### config.mk
export PLATFORM = sky130hd
export DESIGN_NAME = mcfr_encoder
export DESIGN_NICKNAME = d
export VERILOG_FILES = /design/src/hdl/mcfr_encoder.v
export VERILOG_INCLUDE_DIRS = /design/src /design/src/hdl
export SDC_FILE = /design/constraint.sdc
export NUM_CORES = 1
export LEC_CHECK = 0
export ABC_AREA = 1
export BUFFER_PORTS_ARGS = -buffer_cell sky130_fd_sc_hd__buf_2
export CAP_MARGIN = 5
export CORE_MARGIN = 2
export CORE_UTILIZATION = 25
export CTS_CLUSTER_SIZE = 16
export DETAILED_ROUTE_END_ITERATION = 16
export HOLD_SLACK_MARGIN = 0.1
export PLACE_DENSITY = 0.42
export SLEW_MARGIN = 10
export SYNTH_ARGS = -nofsm -noshare
export SYNTH_HDL_FRONTEND = slang
export SYNTH_SLANG_ARGS = --single-unit
export TNS_END_PERCENT = 20
### constraint.sdc
create_clock -name clk_sys -period 1.85 [get_ports clk_sys]
set_input_delay 0.2775 -clock clk_sys [delete_from_list [all_inputs] [get_ports clk_sys]]
set_output_delay 0.2775 -clock clk_sys [all_outputs]
set_load 0.01 [all_outputs]
### src/hdl/mcfr_map.vh
/*
 * Constants for the configuration and fault report encoder.
 * Assumes inclusion by the encoder only; definitions, no logic.
 */
`ifndef MCFR_MAP_VH
`define MCFR_MAP_VH

// Register offsets (byte addresses, one word each)
`define MCFR_OFS_CFG0      8'h00
`define MCFR_OFS_BUFSIZE   8'h04
`define MCFR_OFS_FAULT     8'h08
`define MCFR_OFS_QUERY     8'h0c
`define MCFR_OFS_STATUS    8'h10
`define MCFR_OFS_TXDATA    8'h14
`define MCFR_OFS_PARAM_SEL 8'h18
`define MCFR_OFS_PARAM_VAL 8'h1c

// Config word 0 field positions
`define MCFR_TXCP_LSB    0
`define MCFR_BCS_LSB     2
`define MCFR_RXCP_BIT    4
`define MCFR_BBL_BIT     5
`define MCFR_BUNIT_BIT   6
`define MCFR_OPMODE_LSB  7
`define MCFR_REMOTE_BIT  9
`define MCFR_TXMODE_LSB  10
`define MCFR_PRE_LSB     12
`define MCFR_RSENC_BIT   14
`define MCFR_RSDEC_LSB   15

// Reset values
`define MCFR_CFG0_RST    17'h0_0000
`define MCFR_CFG0_WIDTH  17

// Parameter numbers
`define MCFR_P_TXCP      8'h23
`define MCFR_P_BCS       8'h24
`define MCFR_P_RXCP      8'h25
`define MCFR_P_BBL       8'h26
`define MCFR_P_BUNIT     8'h27
`define MCFR_P_BSIZE     8'h28
`define MCFR_P_OPMODE    8'h29
`define MCFR_P_REMOTE    8'h2a
`define MCFR_P_BAD_LO    8'h2b
`define MCFR_P_BAD_HI    8'h37
`define MCFR_P_TXMODE    8'h38
`define MCFR_P_PRE       8'h39
`define MCFR_P_RXMODE    8'h3a
`define MCFR_P_RSENC     8'h3c
`define MCFR_P_RSDEC     8'h3d

// Encoded values
`define MCFR_RXMODE_CONT 4'h2
`define MCFR_TXMODE_BURST 2'h1
`define MCFR_CNT_MAX     4'ha

// Reply framing (ASCII)
`define MCFR_CH_CR       8'h0d
`define MCFR_CH_LF       8'h0a
`define MCFR_ECHO_LEN    5'h05
`define MCFR_STAT_LEN    5'h0c
`define MCFR_MSG_LEN     5'h13

`endif

### src/hdl/mcfr_encoder.v
/*
 * Configuration parameter reporter and bulk fault status encoder.
 * Assumes a plain register port driven by a serial command handler,
 * one clock, and fault inputs already synchronous to clk_sys.
 */
// Overview of operation
// RQ1 - Param 35 tx phase: 0,1,2
// RQ2 - Param 36 buffer clock source: 0..3
// RQ3 - Param 37 rx phase: 0 or 1
// RQ4 - Param 38 loopback off/on
// RQ5 - Param 39 buffer unit bits/milliseconds
// RQ6 - Param 40 five-digit buffer size
// RQ7 - Param 41 operation mode 1..3
// RQ8 - Param 42 local 0, remote 1
// RQ9 - Params 43..55 invalid, no value
// RQ10 - Param 56 tx mode burst/continuous
// RQ11 - Param 57 preamble 1 or 2
// RQ12 - Param 58 rx mode always 2
// RQ13 - Param 60 encoder off/on
// RQ14 - Param 61 decoder off/on/no-correction
// RQ15 - Bulk reply: echo, twelve chars, CR LF
// RQ16 - Fault bit one when active
// RQ17 - Char a: bit6, fault, RF, count
// RQ18 - Char b burst: synths and AGC
// RQ19 - Char b continuous adds I, Q
// RQ20 - Char c: bit6 only
// RQ21 - Char d: bit6, fault, carrier, count
// RQ22 - Char e: lock, I, Q, descrambler, BER
// RQ23 - Reserved status bits read zero
`include "mcfr_map.vh"
`timescale 1ns/1ps
`default_nettype none

module mcfr_encoder (
    input  wire        clk_sys,
    input  wire        rst_b,
    input  wire [7:0]  addr,
    input  wire [31:0] wdata,
    input  wire        wr_stb,
    input  wire        rd_stb,
    output reg  [31:0] rdata_ff,
    input  wire        mod_fault,
    input  wire        rf_on,
    input  wire        mod_if_synth_fault,
    input  wire        mod_clk_synth_fault,
    input  wire        mod_i_fault,
    input  wire        mod_q_fault,
    input  wire        mod_agc_fault,
    input  wire        dem_fault,
    input  wire        carrier_detect,
    input  wire        dem_if_lock_fault,
    input  wire        dem_i_fault,
    input  wire        dem_q_fault,
    input  wire        descrambler_fault,
    input  wire        ber_fault,
    input  wire        mod_fault_event,
    input  wire        dem_fault_event,
    output reg  [7:0]  tx_char_ff,
    output reg         tx_valid_ff,
    input  wire        tx_ready,
    output reg         busy_ff
);

    // Software-held configuration word
    reg [`MCFR_CFG0_WIDTH-1:0] cfg_ff;
    reg [16:0]                 bsize_ff;        // Five decimal digits fit in 17 bits
    reg [7:0]                  psel_ff;         // Selected parameter number
    reg [3:0]                  mod_cnt_ff;      // Stored modulator faults
    reg [3:0]                  dem_cnt_ff;      // Stored demodulator faults
    reg [4:0]                  idx_ff;          // Reply character index
    reg [39:0]                 echo;            // Echoed command name

    // Field extraction
    wire [1:0] tx_clock_phase_cmd      = cfg_ff[`MCFR_TXCP_LSB+1:`MCFR_TXCP_LSB];
    wire [1:0] buffer_clock_source_cmd = cfg_ff[`MCFR_BCS_LSB+1:`MCFR_BCS_LSB];
    wire       rx_clock_phase_cmd      = cfg_ff[`MCFR_RXCP_BIT];
    wire       baseband_loopback_cmd   = cfg_ff[`MCFR_BBL_BIT];
    wire       buffer_unit_cmd         = cfg_ff[`MCFR_BUNIT_BIT];
    wire [1:0] operation_mode_cmd      = cfg_ff[`MCFR_OPMODE_LSB+1:`MCFR_OPMODE_LSB];
    wire       remote_mode             = cfg_ff[`MCFR_REMOTE_BIT];
    wire [1:0] tx_mode_cmd             = cfg_ff[`MCFR_TXMODE_LSB+1:`MCFR_TXMODE_LSB];
    wire [1:0] preamble_sel            = cfg_ff[`MCFR_PRE_LSB+1:`MCFR_PRE_LSB];
    wire       rs_encoder_enable_cmd   = cfg_ff[`MCFR_RSENC_BIT];
    wire [1:0] rs_decoder_enable_cmd   = cfg_ff[`MCFR_RSDEC_LSB+1:`MCFR_RSDEC_LSB];

    // Legalised values; out-of-range tx phase, op mode and decoder codes clamp to the top legal code, tx mode and preamble fall back to 1
    reg [1:0] txcp_v;
    reg [1:0] opm_v;
    reg [1:0] txm_v;
    reg [1:0] pre_v;
    reg [1:0] rsd_v;
    always @* begin
        txcp_v = (tx_clock_phase_cmd == 2'h3) ? 2'h2 : tx_clock_phase_cmd;          // [RQ1]
        opm_v  = (operation_mode_cmd == 2'h0) ? 2'h3 : operation_mode_cmd;          // [RQ7]
        txm_v  = (tx_mode_cmd == 2'h2) ? 2'h2 : `MCFR_TXMODE_BURST;                 // [RQ10]
        pre_v  = (preamble_sel == 2'h2) ? 2'h2 : 2'h1;                              // [RQ11]
        rsd_v  = (rs_decoder_enable_cmd == 2'h3) ? 2'h2 : rs_decoder_enable_cmd;    // [RQ14]
    end

    // Parameter value lookup; bit 31 flags a valid parameter
    reg [31:0] param_val;
    always @* begin
        case (psel_ff)
            `MCFR_P_TXCP:   param_val = {1'b1, 29'h0, txcp_v};                      // [RQ1]
            `MCFR_P_BCS:    param_val = {1'b1, 29'h0, buffer_clock_source_cmd};     // [RQ2]
            `MCFR_P_RXCP:   param_val = {1'b1, 30'h0, rx_clock_phase_cmd};          // [RQ3]
            `MCFR_P_BBL:    param_val = {1'b1, 30'h0, baseband_loopback_cmd};       // [RQ4]
            `MCFR_P_BUNIT:  param_val = {1'b1, 30'h0, buffer_unit_cmd};             // [RQ5]
            `MCFR_P_BSIZE:  param_val = {1'b1, 13'h0, buffer_unit_cmd, bsize_ff};   // [RQ6]
            `MCFR_P_OPMODE: param_val = {1'b1, 29'h0, opm_v};                       // [RQ7]
            `MCFR_P_REMOTE: param_val = {1'b1, 30'h0, remote_mode};                 // [RQ8]
            `MCFR_P_TXMODE: param_val = {1'b1, 29'h0, txm_v};                       // [RQ10]
            `MCFR_P_PRE:    param_val = {1'b1, 29'h0, pre_v};                       // [RQ11]
            `MCFR_P_RXMODE: param_val = {1'b1, 27'h0, `MCFR_RXMODE_CONT};           // [RQ12]
            `MCFR_P_RSENC:  param_val = {1'b1, 30'h0, rs_encoder_enable_cmd};       // [RQ13]
            `MCFR_P_RSDEC:  param_val = {1'b1, 29'h0, rsd_v};                       // [RQ14]
            // 43..55, 59 and anything else: invalid, no setting
            default:        param_val = 32'h0000_0000;                              // [RQ9]
        endcase
    end

    // Status characters a..e; c and f..l beyond e are bit 6 only
    wire burst = (txm_v == `MCFR_TXMODE_BURST);
    wire [6:0] ch_a = {1'b1, mod_fault, rf_on, mod_cnt_ff};                         // [RQ17]
    wire [6:0] ch_b = {1'b1, mod_if_synth_fault, mod_clk_synth_fault,
                       mod_i_fault & ~burst, mod_q_fault & ~burst,                  // [RQ19]
                       mod_agc_fault, 1'b0};                                        // [RQ18]
    wire [6:0] ch_c = 7'h40;                                                        // [RQ20]
    wire [6:0] ch_d = {1'b1, dem_fault, carrier_detect, dem_cnt_ff};                // [RQ21]
    wire [6:0] ch_e = {1'b1, dem_if_lock_fault, dem_i_fault, dem_q_fault,
                       descrambler_fault, ber_fault, 1'b0};                         // [RQ22]

    // Reply character by index
    reg [7:0] reply_ch;
    always @* begin
        echo = 40'h4243_5346_5f;                                                    // Name and underscore
        if (idx_ff < `MCFR_ECHO_LEN) begin
            reply_ch = echo[39 - 8*idx_ff -: 8];                                    // [RQ15]
        end else begin
            case (idx_ff - `MCFR_ECHO_LEN)
                5'h00:   reply_ch = {1'b0, ch_a};                                   // [RQ16]
                5'h01:   reply_ch = {1'b0, ch_b};
                5'h02:   reply_ch = {1'b0, ch_c};
                5'h03:   reply_ch = {1'b0, ch_d};
                5'h04:   reply_ch = {1'b0, ch_e};
                5'h0c:   reply_ch = `MCFR_CH_CR;                                    // [RQ15]
                5'h0d:   reply_ch = `MCFR_CH_LF;
                default: reply_ch = 8'h40;                                          // [RQ23]
            endcase
        end
    end

    // Register writes and fault counters; counters saturate at ten
    always @(posedge clk_sys or negedge rst_b) begin
        if (!rst_b) begin
            cfg_ff     <= `MCFR_CFG0_RST;
            bsize_ff   <= 17'h0_0000;
            psel_ff    <= 8'h00;
            mod_cnt_ff <= 4'h0;
            dem_cnt_ff <= 4'h0;
        end else begin
            if (wr_stb && addr == `MCFR_OFS_CFG0) begin
                cfg_ff <= wdata[`MCFR_CFG0_WIDTH-1:0];
            end
            if (wr_stb && addr == `MCFR_OFS_BUFSIZE) begin
                // Five digits cap at 99999
                bsize_ff <= (wdata[16:0] > 17'h1_869f) ? 17'h1_869f : wdata[16:0];  // [RQ6]
            end
            if (wr_stb && addr == `MCFR_OFS_PARAM_SEL) begin
                psel_ff <= wdata[7:0];
            end
            // Event beats a clear in the same cycle, even when saturated
            if (mod_fault_event) begin
                if (mod_cnt_ff != `MCFR_CNT_MAX) begin
                    mod_cnt_ff <= mod_cnt_ff + 4'h1;                                // [RQ17]
                end
            end else if (wr_stb && addr == `MCFR_OFS_FAULT && wdata[0]) begin
                mod_cnt_ff <= 4'h0;
            end
            if (dem_fault_event) begin
                if (dem_cnt_ff != `MCFR_CNT_MAX) begin
                    dem_cnt_ff <= dem_cnt_ff + 4'h1;                                // [RQ21]
                end
            end else if (wr_stb && addr == `MCFR_OFS_FAULT && wdata[1]) begin
                dem_cnt_ff <= 4'h0;
            end
        end
    end

    // Reply sequencer: a query write starts a 19-character stream
    always @(posedge clk_sys or negedge rst_b) begin
        if (!rst_b) begin
            idx_ff      <= 5'h00;
            busy_ff     <= 1'b0;
            tx_valid_ff <= 1'b0;
            tx_char_ff  <= 8'h00;
        end else if (!busy_ff) begin
            // Query while idle only; a query while busy is dropped
            if (wr_stb && addr == `MCFR_OFS_QUERY) begin                            // [RQ15]
                busy_ff     <= 1'b1;
                idx_ff      <= 5'h00;
                tx_valid_ff <= 1'b0;
            end
        end else if (!tx_valid_ff) begin
            tx_char_ff  <= reply_ch;                                                // [RQ15]
            tx_valid_ff <= 1'b1;
        end else if (tx_ready) begin
            tx_valid_ff <= 1'b0;
            if (idx_ff == `MCFR_MSG_LEN - 5'h01) begin
                busy_ff <= 1'b0;
            end else begin
                idx_ff <= idx_ff + 5'h01;
            end
        end
    end

    // Read data, one cycle after the strobe; unmapped reads zero
    always @(posedge clk_sys or negedge rst_b) begin
        if (!rst_b) begin
            rdata_ff <= 32'h0000_0000;
        end else if (rd_stb) begin
            case (addr)
                `MCFR_OFS_CFG0:      rdata_ff <= {15'h0, cfg_ff};
                `MCFR_OFS_BUFSIZE:   rdata_ff <= {15'h0, bsize_ff};
                `MCFR_OFS_FAULT:     rdata_ff <= {24'h0, mod_cnt_ff, dem_cnt_ff};
                `MCFR_OFS_STATUS:    rdata_ff <= {31'h0, busy_ff};
                `MCFR_OFS_TXDATA:    rdata_ff <= {4'h0, ch_e, ch_d, ch_b, ch_a};
                `MCFR_OFS_PARAM_SEL: rdata_ff <= {24'h0, psel_ff};
                `MCFR_OFS_PARAM_VAL: rdata_ff <= param_val;
                default:             rdata_ff <= 32'h0000_0000;
            endcase
        end else begin
            rdata_ff <= 32'h0000_0000;
        end
    end

endmodule // mcfr_encoder

`default_nettype wire

# After elaboration in Yosys (flattened, before gate mapping)

Index checks and enable logic that the tools add are counted.

Word-level logic and storage cells: 108
Output and inout bits: 42
Input bits: 61
Register bits: 97

Bitwise logic cells: 4
Equal/unequal tests: 38
Add/sub/neg operators: 5
Reductions and logical operators: 17
Shift-type cells: 1
Multiplexer cells: 31
Magnitude comparators: 2

Operators by type and width:

| cell                                                                          | count |
|---|---|
| 32-bit case mux with 13 select lines                                          | 1 |
| 32-bit case mux with 7 select lines                                           | 1 |
| 8-bit by 6-bit == test with 1-bit output, second input constant               | 13 |
| 47-bit by 33-bit variable part select with 8-bit output, first input constant | 1 |
| 7-bit case mux with 6 select lines                                            | 1 |
| 8-bit by 5-bit == test with 1-bit output, second input constant               | 4 |
| 32-bit two-way mux                                                            | 1 |
| 5-bit two-way mux                                                             | 5 |
| 4-bit two-way mux                                                             | 6 |
| 17-bit greater-than comparator, second input constant                         | 1 |
| 17-bit two-way mux                                                            | 1 |
| 8-bit by 4-bit == test with 1-bit output, second input constant               | 2 |
| 5-bit by 4-bit == test with 1-bit output, second input constant               | 2 |
| 2-bit two-way mux                                                             | 5 |
| 1-bit two-way mux                                                             | 9 |
| 6-bit by 8-bit subtractor with 9-bit output, first input constant             | 1 |
| 4-bit by 1-bit adder with 4-bit output, second input constant                 | 2 |
| 2-bit == test, second input constant                                          | 4 |
| 8-bit by 3-bit == test with 1-bit output, second input constant               | 1 |
| 8-bit logical NOT                                                             | 1 |
| 8-bit two-way mux                                                             | 1 |
| 4-bit inequality test, second input constant                                  | 2 |
| 1-bit logical AND                                                             | 7 |
| 2-bit inequality test, second input constant                                  | 3 |
| 16 further kinds                                                              | 23 |

# Depth between registers and ports, before layout

Gate-level depths: netlist (run 1).

Depth in word-level cells: 7
Mapped depth: 13
Gate-level depth less buffers: 13

# Worst setup path after synthesis (run 1)

No wires, ideal clock.

Path type: register to register
Start point: register idx_ff[0]
End point: register tx_char_ff[1]
Arrival time: 1.656 ns
Data required time: 1.730 ns
Path slack: 0.073 ns
Path buffers: 0
Setup time: 0.120 ns
Period minus slack after synthesis: 1.777 ns
Stages on the path, launching flop included: 13
Cells stage by stage: dfrtp_1 inv_1 ha_1 xnor2_2 inv_2 nand3_2 nor2_4 nor2_1 nand2_1 nor2_1 nor2_2 nand2_1 nand2_1

Longest elaborated chain between the ends: 4
Elaborated cells on any way between the ends: 12
Classes of those cells: add/sub (2); order compare (1); eq/ne (5); shift (1); mux (2); reduce/logical (1)

Ends and longest elaborated chain:

| item                                                                                | RTL line           | text |
|---|---|---|
| start: declaration                                                                  | mcfr_encoder.v:70  | `reg [4:0] idx_ff;` |
| start signal: assignment                                                            | mcfr_encoder.v:212 | `idx_ff <= idx_ff + 5'h01;` |
| branches (longest 3 deep; another with 6-bit by 8-bit subtractor with 9-bit output) | --                 |  |
| 8-bit two-way mux *                                                                 | mcfr_encoder.v:137 | `` if (idx_ff < `MCFR_ECHO_LEN) begin `` |
| end signal: assignment                                                              | mcfr_encoder.v:205 | `tx_char_ff <= reply_ch;` |
| end: declaration                                                                    | mcfr_encoder.v:58  | `output reg [7:0] tx_char_ff,` |

Every way passes the cells marked *.
A chain may end at the register's enable or synchronous reset.

# Worst setup path after layout (run 1)

Start point: register idx_ff[0]
End point: register tx_char_ff[3]

The elaborated chain is that of the path after synthesis.

==> results of run 1 <==
-- per-layer routing --
layer,part of all wire,routed length [µm]
met1,0.47,7732
met4,0.013,206
met3,0.041,665
met2,0.47,7725
met5,0,0
-- power by group through the flow --
stage          clock network (mW)  registers [mW]  logic (mW)
2_1_floorplan                   0            2.53        1.36
3_3_place_gp                    0            2.56        2.07
3_5_place_dp                    0            2.57        2.08
4_1_cts                      1.94            2.54        2.10
5_1_grt                      2.03            2.58        2.60
6_report                     1.88            2.55        2.33
-- state kept, by name, summed over array words and instances (netlist names) --
| register | cells |
|---|---|
| bsize_ff | 17 |
| busy_ff | 1 |
| cfg_ff | 17 |
| dem_cnt_ff | 4 |
| idx_ff | 5 |
| mod_cnt_ff | 4 |
| psel_ff | 8 |
| rdata_ff | 27 |
| tx_char_ff | 7 |
| tx_valid_ff | 1 |
-- cells by family after synthesis --
family,share of synthesized area
XOR/XNOR,0.01694
other,0.0007357
AND/OR/NAND/NOR,0.2707
multiplexers,0.01473
AO/OA/AOI/OAI,0.1325
buffers and inverters,0.09548
adder cells (fa/ha/maj),0.02209
flip-flops,0.4467
-- placed cells by master, fill, tap and decap left out, types with 7 or more instances in the layout --
master | synthesis | final
a21oi_1 | 35 | 32
buf_2 | 4 | 81
buf_4 | 9 | 40
clkbuf_16 | 0 | 9
dfrtp_1 | 91 | 90
ha_1 | 9 | 7
inv_1 | 75 | 73
inv_2 | 13 | 15
nand2_1 | 158 | 158
nand2_2 | 9 | 8
nand3_1 | 34 | 32
nand3_2 | 6 | 8
nor2_1 | 55 | 54
nor3_1 | 9 | 9
o21ai_0 | 45 | 44
o21ai_1 | 9 | 8
o22ai_1 | 12 | 12
o31ai_1 | 9 | 9
-- layout make-up --
cell class / count / area (µm²)
timing repair buffer: 129 / 838.3
inverter: 91 / 342.8
clock inverter: 7 / 73.82
tap: 270 / 337.8
fill: 2151 / 13590
clock buffer: 9 / 225.2
multi-input combinational: 447 / 2417
sequential: 91 / 2278
-- what timing repair did --
| item | in CTS | in global routing |
|---|---|---|
| resized for setup | 0 | 20 |
| endpoints found under the hold margin | 23 | 0 |
| hold buffers | 1 | 0 |
| endpoints found under the setup margin | 0 | 16 |
| buffers inserted | 0 | 7 |
-- worst max-delay path: stages (launching register included) --
cell and delay (ps):
dfrtp_1 370, inv_2 70, buf_6 130, ha_4 160, o21ai_2 120, xor2_1 210, nand3b_1 180, nor3_2 270
nand2_1 80, nand2_1 50, inv_1 30, nand2_1 50
-- worst max path at each step --
| stage | start | endpoint | slack [ps] | cells after the start |
|---|---|---|---|---|
| floorplan | idx_ff[0] | tx_char_ff[1] | 70 | 12 |
| global placement | idx_ff[0] | tx_char_ff[2] | 100 | 10 |
| detailed placement | idx_ff[1] | tx_char_ff[2] | 60 | 10 |
| CTS | idx_ff[1] | tx_char_ff[2] | 20 | 10 |
| global route | idx_ff[0] | tx_char_ff[3] | -40 | 11 |
| finish | idx_ff[0] | tx_char_ff[3] | 80 | 11 |
-- through the flow --
stage | utilization | instance area (µm²)
3_3_place_gp | 0.3022 | 6075
6_report | 0.3240 | 6514
3_5_place_dp | 0.3022 | 6075
4_1_cts | 0.3175 | 6384
2_1_floorplan | - | 5112
5_1_grt | 0.3240 | 6514
==> results by group, run 1 <==
Global route
  – First-pass GRT wire length: between 20 and 30 mm
  – Initial antenna violation count: 0
  – M2 GR Usage: 0.2545
  – Number of global-route vias before repair: 4808
  – Grt ovf: 0
  – Most Crowded Layer GR: met2
  – Global-route met1 utilization: 0.2145
  – Met3 Use GR: 0.03106
  – Gr usage total: 0.1560
  – Largest net degree at the start of global routing: between 40 and 50

Timing
  – RSZ-0062 raised after global routing: true
  – Layout Skew: a little under 8 ps
  – FMAX: about 560 MHz
  – Final Setup Violations: 0
  – Max-slew violation count: 0
  – Final min period: 1771 ps
  – Min Hold Slack: 149.5 ps
  – Final period util: 0.9574
  – Final Hold Viols: 0
  – TNS Setup: 0 ps
  – Worst setup margin: just under 80 ps

Clocking
  – Clk slew on worst S/H paths: 70 ps
  – Clk buf depth: 2
  – CTS tree: done
  – Clk sinks: just over 90
  – Clock latency on the worst-skew pair: 350 ps
  – H-tree depth: 3
  – CTS Buf Count: 9
  – CTS root buf: clkbuf_16

Drt
  – Iter 0 DRT Violations: 277
  – Wire per inst: 15.64 µm
  – Detailed-route DRC error count: 0
  – Vias: 4712
  – WL final: 16.33 mm
  – Via density: 4.513
  – Initial DRT Pass Iterations: 5
  – DRT antenna net count: 0

Worst hold path
  – Hold path cells: 2
  – Hold Crit Start: dem_fault_event
  – Worst Hold End: dem_cnt_ff[2]
  – Hold WC Path Type: primary input to register

Logic synthesis
  – Async SR Flop Fraction: 1.000
  – Ys Warns: 0
  – Sequential share of the synthesized area: 0.4467
  – Synthesized instance count: 645
  – Top cells by area, synth: dfrtp_1 (45%), nand2_1 (12%), inv_1 (5.5%)
  – Cell area after synthesis: around 0.005 mm²
  – Yosys top cell area share: 0.4467
  – Top-count cell post-synth: nand2_1
  – Top cells by count, synth: nand2_1 (158), dfrtp_1 (91), inv_1 (75)
  – Synth Register Bits: 91
  – Netlist cell types: 40
  – Predominant post-synthesis flop cell: dfrtp_1
  – Area leader, netlist: dfrtp_1
  – Avg Synthesized Cell Area: 7.903 µm²
  – Post-synth EDFFs: 0

Die
  – Die Y: around 150 µm
  – Starting Density: 0.2535
  – IO Pins: 103
  – # rows: 52
  – Die width: 146.8 µm
  – Core ar.: about 0.020 mm²
  – Die area: 0.02155 mm²

Critical path
  – CP Launch Type: register
  – CP Class: register to register
  – R2r setup slk: just under 80 ps
  – Crit end category: register
  – Critical path arrival: 2060 ps
  – Largest fanout on the critical path: 5
  – CP Data Required Time: 2140 ps
  – Path depth of the worst reg2reg path: 11
  – Reg2reg start: idx_ff[0]
  – Worst r2r dst: tx_char_ff[3]

Layout
  – Share of cells above drive strength 1: 0.2752
  – Final non-filler cell total: between 1000 and 1500
  – Layout area overhead: 27.79%
  – Final #Nets: 839
  – Antenna cells: 0

Placement
  – Gpl congestion: 0.9143
  – Placed insts: 1020
  – Port bufs: 82
  – Hpwl dp: 13.05 mm
  – Worst slack, placed: 55.97 ps

Power
  – Peak VDD IR: 0.0005121 V
  – Sw Pwr: about 2.5 mW
  – Sw Share: 0.3689
  – Clock share of power: 0.278
  – Power Density: 1037 mW/mm²
  – P_int: 4.262 mW
  – Proportion of power drawn by combinational gates: 0.345
  – Sequential fraction of design power: 0.377
  – Design Power: slightly below 7 mW
  – Leakage: 3.255 nW

Run
  – # Max-Cap Violations: 0

Status
  – Status: finished, final reports clean
(Power assumes the default switching activity.)
==> inputs of run 2 (changes only) <==
--- a/config.mk
+++ b/config.mk
@@ -15,6 +15,7 @@
 export DETAILED_ROUTE_END_ITERATION = 16
 export HOLD_SLACK_MARGIN = 0.1
 export PLACE_DENSITY = 0.42
+export REMOVE_ABC_BUFFERS = 1
 export SLEW_MARGIN = 10
 export SYNTH_ARGS = -nofsm -noshare
 export SYNTH_HDL_FRONTEND = slang
==> run 2 against run 1 <==
Against the previous run:
- register-to-register slack improved by 30 ps
- die area did not move
- non-clock buffer count fell by 8
- first-iteration DRC count fell by 1.4%
- sequential share of layout area barely moved
- critical endpoint is now tx_char_ff[2]
- largest cell class unchanged
==> results by group, run 2 (synthesis gave the netlist of run 1 again) <==
Clocking
  – Clock latency on the worst-skew pair: 340 ps (about the same)
  – Clk slew on worst S/H paths: 70 ps (about the same)
  – Clk sinks: 91 (unchanged)
  – Clk buf depth: 2 (unchanged)
  – CTS tree: done
  – H-tree depth: 3 (unchanged)
  – CTS Buf Count: 9 (unchanged)
  – CTS root buf: clkbuf_16

Critical path
  – Worst r2r dst: tx_char_ff[2]
  – R2r setup slk: 110 ps (+30 ps)
  – Critical path arrival: 2000 ps (-60 ps)
  – Reg2reg start: idx_ff[1]
  – CP Launch Type: register
  – CP Data Required Time: 2110 ps (-30 ps)
  – Path depth of the worst reg2reg path: 11 (unchanged)
  – CP Class: register to register
  – Crit end category: register
  – Largest fanout on the critical path: 6 (+1)

Timing
  – RSZ-0062 raised after global routing: true
  – Final Hold Viols: 0 (unchanged)
  – Final min period: 1745 ps (-26.15 ps)
  – FMAX: 573.1 MHz (+1.5%)
  – Max-slew violation count: 0 (unchanged)
  – TNS Setup: 0 ps (unchanged)
  – Final period util: 0.9432 (-0.01413)
  – Worst setup margin: 105.0 ps (+26.15 ps)
  – Layout Skew: 8.658 ps (+0.9450 ps)
  – Final Setup Violations: 0 (unchanged)

Die
  – Starting Density: 0.2535 (unchanged)
  – Die Y: 146.8 µm (unchanged)
  – # rows: 52 (unchanged)
  – Die area: 0.02155 mm² (unchanged)
  – Die width: 146.8 µm (unchanged)
  – Core ar.: 0.02010 mm² (unchanged)
  – IO Pins: 103 (unchanged)

Layout
  – Post-route cell area: 0.006524 mm² (+0.15%)
  – Antenna cells: 0 (unchanged)
  – Biggest regs: rdata_ff (27), bsize_ff (17), cfg_ff (17)
  – Layout area overhead: 27.98%
  – Final core utilization: 0.3245 (+0.0004980)
  – Top reg by flops: rdata_ff
  – Most frequent cells in the layout: nand2_1 (155), dfrtp_1 (89), buf_2 (81)
  – Commonest non-fill, non-tap cell in the layout: nand2_1
  – Final #Nets: 831 (-0.95%)
  – Max FFs per register: 27 (unchanged)
  – Share of cells above drive strength 1: 0.2702 (-0.004959)

Global route
  – Number of global-route vias before repair: 4882 (+1.5%)
  – Gr usage total: 0.1560 (about the same)
  – Grt ovf: 0 (unchanged)
  – Initial antenna violation count: 0 (unchanged)
  – Largest net degree at the start of global routing: 60 (+33%)
  – First-pass GRT wire length: 26.29 mm (about the same)

Drt
  – WL final: 16.09 mm (-1.5%)
  – Vias: 4640 (-1.5%)
  – Initial DRT Pass Iterations: 4 (-1)
  – Via density: 4.479 (-0.77%)
  – Wire per inst: 15.53 µm (-0.72%)
  – DRT antenna net count: 0 (unchanged)
  – Iter 0 DRT Violations: 273 (-1.4%)
  – Detailed-route DRC error count: 0 (unchanged)

Worst hold path
  – Hold path cells: 3 (+1)
  – Worst Hold End: rdata_ff[24]
  – Hold Crit Start: dem_q_fault
  – Hold WC Path Type: primary input to register

Placement
  – DP Area: 0.006050 mm² (-0.41%)
  – Port bufs: 82 (unchanged)
  – Gpl congestion: 0.8961 (-2.0%)
  – Worst slack, placed: 9.209 ps (-46.76 ps)
  – Hpwl dp: 12.69 mm (-2.7%)

Status
  – Status: finished, final reports clean

Power
  – Leakage: 3.225 nW (-0.93%)
  – Design Power: 6.875 mW (+1.8%)
  – Peak VDD IR: 0.0004777 V (-6.7%)
  – Power Density: 1054 mW/mm² (+1.6%)

Run
  – # Max-Cap Violations: 0 (unchanged)
-- run 2: worst max-delay path by stage --
stage / startpoint / endpoint / slack, ps / depth (start not counted)
CTS: idx_ff[0] / tx_char_ff[2] / 1 / 10
finish: idx_ff[1] / tx_char_ff[2] / 110 / 11
floorplan: addr[0] / cfg_ff[2] / -30 / 7
global route: idx_ff[0] / tx_char_ff[3] / -10 / 11
global placement: psel_ff[1] / rdata_ff[5] / -0.2 / 12
detailed placement: addr[0] / rdata_ff[5] / 9 / 9
-- run 2: repair_timing --
item | 4_1_cts | 5_1_grt
gates resized for setup | 0 | 30
buffers inserted | 0 | 5
hold buffers | 1 | 0
endpoints found under the hold margin | 26 | 0
setup endpoints to repair | 0 | 23
-- run 2: where the power goes --
| group | switching (mW) | internal [mW] |
|---|---|---|
| clock | 0.765 | 1.22 |
| combinational | 1.41 | 0.919 |
| sequential | 0.296 | 2.26 |
| total | 2.48 | 4.40 |
-- run 2: area by class of cell --
type,count,area (µm²)
sequential,91,2280
inverter,91,342.8
tap,270,337.8
multi-input combinational,447,2452
timing repair buffer,121,790.8
clock inverter,4,73.82
clock buffer,12,246.5
fill,2160,13580
-- run 2: layer usage --
| layer | track usage | vias up | share of wire |
|---|---|---|---|
| met2 | 0.2688 | 113 | 0.49 |
| met1 | 0.2045 | 2196 | 0.46 |
| li1 | - | 2313 | - |
| met4 | 0.03398 | 0 | 0.015 |
| met3 | 0.02888 | 18 | 0.040 |
| met5 | 0 | - | 0 |
-- run 2: worst max-delay path, cell delays in order, from the launching register on --
cell and delay [ps]:
dfrtp_1 370, inv_2 60, ha_4 180, nor2_2 120
nor2_2 50, nand2_2 150, nand3_4 110, nor2_4 170
inv_1 50, o21ai_1 160, nor2_1 80, a21oi_1 150
-- run 2: stage by stage --
step / hold slack (ps) / std cells
6_report: 163.8 / 1036
3_3_place_gp: 240.8 / 1015
5_1_grt: 147.5 / 1036
4_1_cts: 145.5 / 1032
2_1_floorplan: -18.09 / 629
3_5_place_dp: 245.9 / 1015
==> inputs of run 3 (changes only) <==
==> constraint.sdc (replaced) <==
create_clock -name clk_sys -period 1.4 [get_ports clk_sys]
set_input_delay 0.21 -clock clk_sys [delete_from_list [all_inputs] [get_ports clk_sys]]
set_output_delay 0.21 -clock clk_sys [all_outputs]
set_load 0.01 [all_outputs]
==> run 3 against run 2 <==
Against the previous run:
- the run now ends with setup timing left
- global-route usage up 0.92 points
- power up 49%
- final cell count up 9.2%
- first-iteration DRC count down 15%
- critical path depth up 1
- clock skew down 1.2 ps
- routed wire length up 8.0%
- combinational power up 73%
- clock power up 45%
- via count up 8.5%
- register-to-register slack worse by 380 ps
- maximum frequency up 4.0%
==> results by group, run 3 (synthesis gave the netlist of run 1 again) <==
Critical path
  – Instance count on the critical path: 12 (+1)
  – CP Class: register to register
  – Critical path buffers and inverters: 1 (-1)
  – Crit path max-delay cell type: dfrtp_1
  – Worst Setup SP: idx_ff[0]
  – Crit end category: register
  – Largest fanout on the critical path: 6 (unchanged)
  – Worst path max stage delay: 380 ps (about the same)
  – Reg2reg start: idx_ff[0]
  – Critical-path cell list: inv_2 > ha_4 > o21ai_1 > nand2_2 > nand3_4 > nor2_4 > nor2_2 > nand2_1 > nor2_2 > nor2_2 > nand2_1 > nand2_1
  – Critical path arrival: 1920 ps (-80 ps)
  – Path depth of the worst reg2reg path: 12 (+1)
  – CP Data Required Time: 1640 ps (-470 ps)
  – CP Launch Type: register
  – Critical path's top delay family: simple AND/OR/NAND/NOR gates

Power
  – Clock share of power: 0.282 (-0.007)
  – P_int: 6.563 mW (+49%)
  – Sw Pwr: 3.651 mW (+47%)
  – Peak VDD IR: 0.0006082 V (+27%)
  – Sequential fraction of design power: 0.323 (-0.049)
  – Power Density: 1372 mW/mm² (+30%)
  – Proportion of power drawn by combinational gates: 0.394 (+0.055)
  – Sw Share: 0.3575 (-0.002673)
  – Leakage: 3.733 nW (+16%)

Die
  – Die area: 0.02155 mm² (unchanged)
  – Die Y: 146.8 µm (unchanged)
  – Die width: 146.8 µm (unchanged)
  – # rows: 52 (unchanged)
  – Core ar.: 0.02010 mm² (unchanged)
  – IO Pins: 103 (unchanged)
  – Starting Density: 0.2535 (unchanged)

Drt
  – Iter 0 DRT Violations: 233 (-15%)
  – Vias: 5034 (+8.5%)
  – Via density: 4.451 (-0.62%)
  – WL final: 17.37 mm (+8.0%)
  – Initial DRT Pass Iterations: 4 (unchanged)
  – Detailed-route DRC error count: 0 (unchanged)
  – DRT antenna net count: 0 (unchanged)
  – Wire per inst: 15.36 µm (-1.1%)

Timing
  – TNS Setup: -5438 ps (-5438 ps)
  – Final min period: 1678 ps (-66.99 ps)
  – Final Setup Violations: 28 (+28)
  – Worst setup margin: -278.0 ps (-383.0 ps)
  – Layout Skew: 7.433 ps (-1.225 ps)
  – Final period util: 1.199 (+0.2553)
  – FMAX: 596.0 MHz (+4.0%)
  – Max-slew violation count: 0 (unchanged)
  – Min Hold Slack: 126.1 ps (-37.70 ps)
  – RSZ-0062 raised after global routing: true
  – Final Hold Viols: 0 (unchanged)

Layout
  – Layout area overhead: 46.00%
  – Final #Nets: 926 (+11%)
  – Antenna cells: 0 (unchanged)
  – Share of cells above drive strength 1: 0.3728 (+0.1026)
  – Post-route cell area: 0.007442 mm² (+14%)
  – Final non-filler cell total: 1131 (+9.2%)
  – Most frequent cells in the layout: nand2_1 (153), buf_4 (114), dfrtp_1 (90)
  – Biggest regs: rdata_ff (27), bsize_ff (17), cfg_ff (17)
  – Final core utilization: 0.3702 (+0.04568)
  – Commonest non-fill, non-tap cell in the layout: nand2_1
  – Top reg by flops: rdata_ff
  – Max FFs per register: 27 (unchanged)

Placement
  – Port bufs: 82 (unchanged)
  – Placed insts: 1096 (+8.0%)
  – DP Area: 0.006708 mm² (+11%)
  – Hpwl dp: 13.75 mm (+8.3%)
  – Gpl congestion: 0.8981 (+0.22%)

Global route
  – Largest net degree at the start of global routing: 25 (-58%)
  – First-pass GRT wire length: 27.81 mm (+5.8%)
  – Grt ovf: 0 (unchanged)
  – Number of global-route vias before repair: 5290 (+8.4%)
  – Initial antenna violation count: 0 (unchanged)
  – Gr usage total: 0.1652 (+0.009166)

Clocking
  – CTS root buf: clkbuf_16
  – CTS tree: done
  – H-tree depth: 3 (unchanged)
  – Clock latency on the worst-skew pair: 350 ps (about the same)
  – Clk sinks: 91 (unchanged)
  – CTS Buf Count: 9 (unchanged)
  – Clk buf depth: 2 (unchanged)
  – Clk slew on worst S/H paths: 70 ps (about the same)

Status
  – Failing checks: setup timing
  – Status: complete, but fails checks

Worst hold path
  – Hold path cells: 3 (unchanged)
  – Hold WC Path Type: primary input to register
  – Hold Crit Start: wdata[4]

Run
  – # Max-Cap Violations: 0 (unchanged)
-- run 3: power by group through the flow --
stage	Clock (mW)	Sequential, mW	Combinational (mW)
3_5_place_dp	0	3.34	3.45
6_report	2.88	3.30	4.03
5_1_grt	3.07	3.36	4.46
4_1_cts	2.96	3.30	3.88
2_1_floorplan	0	3.39	1.70
3_3_place_gp	0	3.34	3.43
-- run 3: final cells by class --
class | count | area [µm²]
fillers | 2093 | 12660
flip-flops and latches | 91 | 2278
clock buffers | 9 | 225.2
inverters | 91 | 345.3
multi-input cells | 447 | 2559
clock inverters | 7 | 123.9
repair buffers | 216 | 1573
well taps | 270 | 337.8
-- run 3: routing by layer --
metal	routed length (µm)	global-route usage	vias up
met3	731	0.03106	20
met1	7667	0.2091	2402
met5	0	0	-
li1	-	-	2493
met4	235	0.03738	0
met2	8734	0.2925	119
-- run 3: path summary, 6_finish.rpt --
kind,to,slack (ps)
max,tx_char_ff[4],-280
min,psel_ff[4],130
max reg2reg,tx_char_ff[4],-280
min reg2reg,bsize_ff[14],490
max in group asynchronous,psel_ff[4],630
min in group asynchronous,tx_valid_ff,270
-- run 3: metrics by stage --
step	setup WS [ps]	power (mW)
finish	-278.0	10.21
global route	-420.1	10.89
CTS	-294.2	10.14
detailed placement	-405.7	6.788
global placement	-356.6	6.773
floorplan	-414.8	5.088
-- run 3: worst reg2reg max path, stage by stage (launching register included) --
cell and delay [ps]:
dfrtp_1 380, inv_2 80, ha_4 180, o21ai_1 180, nand2_2 140, nand3_4 140
nor2_4 60, nor2_2 100, nand2_1 60, nor2_2 90, nor2_2 40, nand2_1 70
nand2_1 50
-- run 3: timing repair --
action / CTS / global route
hold endpoints to repair: 100 / 0
pin swaps: 12 / 12
buffers inserted: 6 / 3
hold buffers: 10 / 0
setup endpoints to repair: 32 / 35
resized for setup: 36 / 24
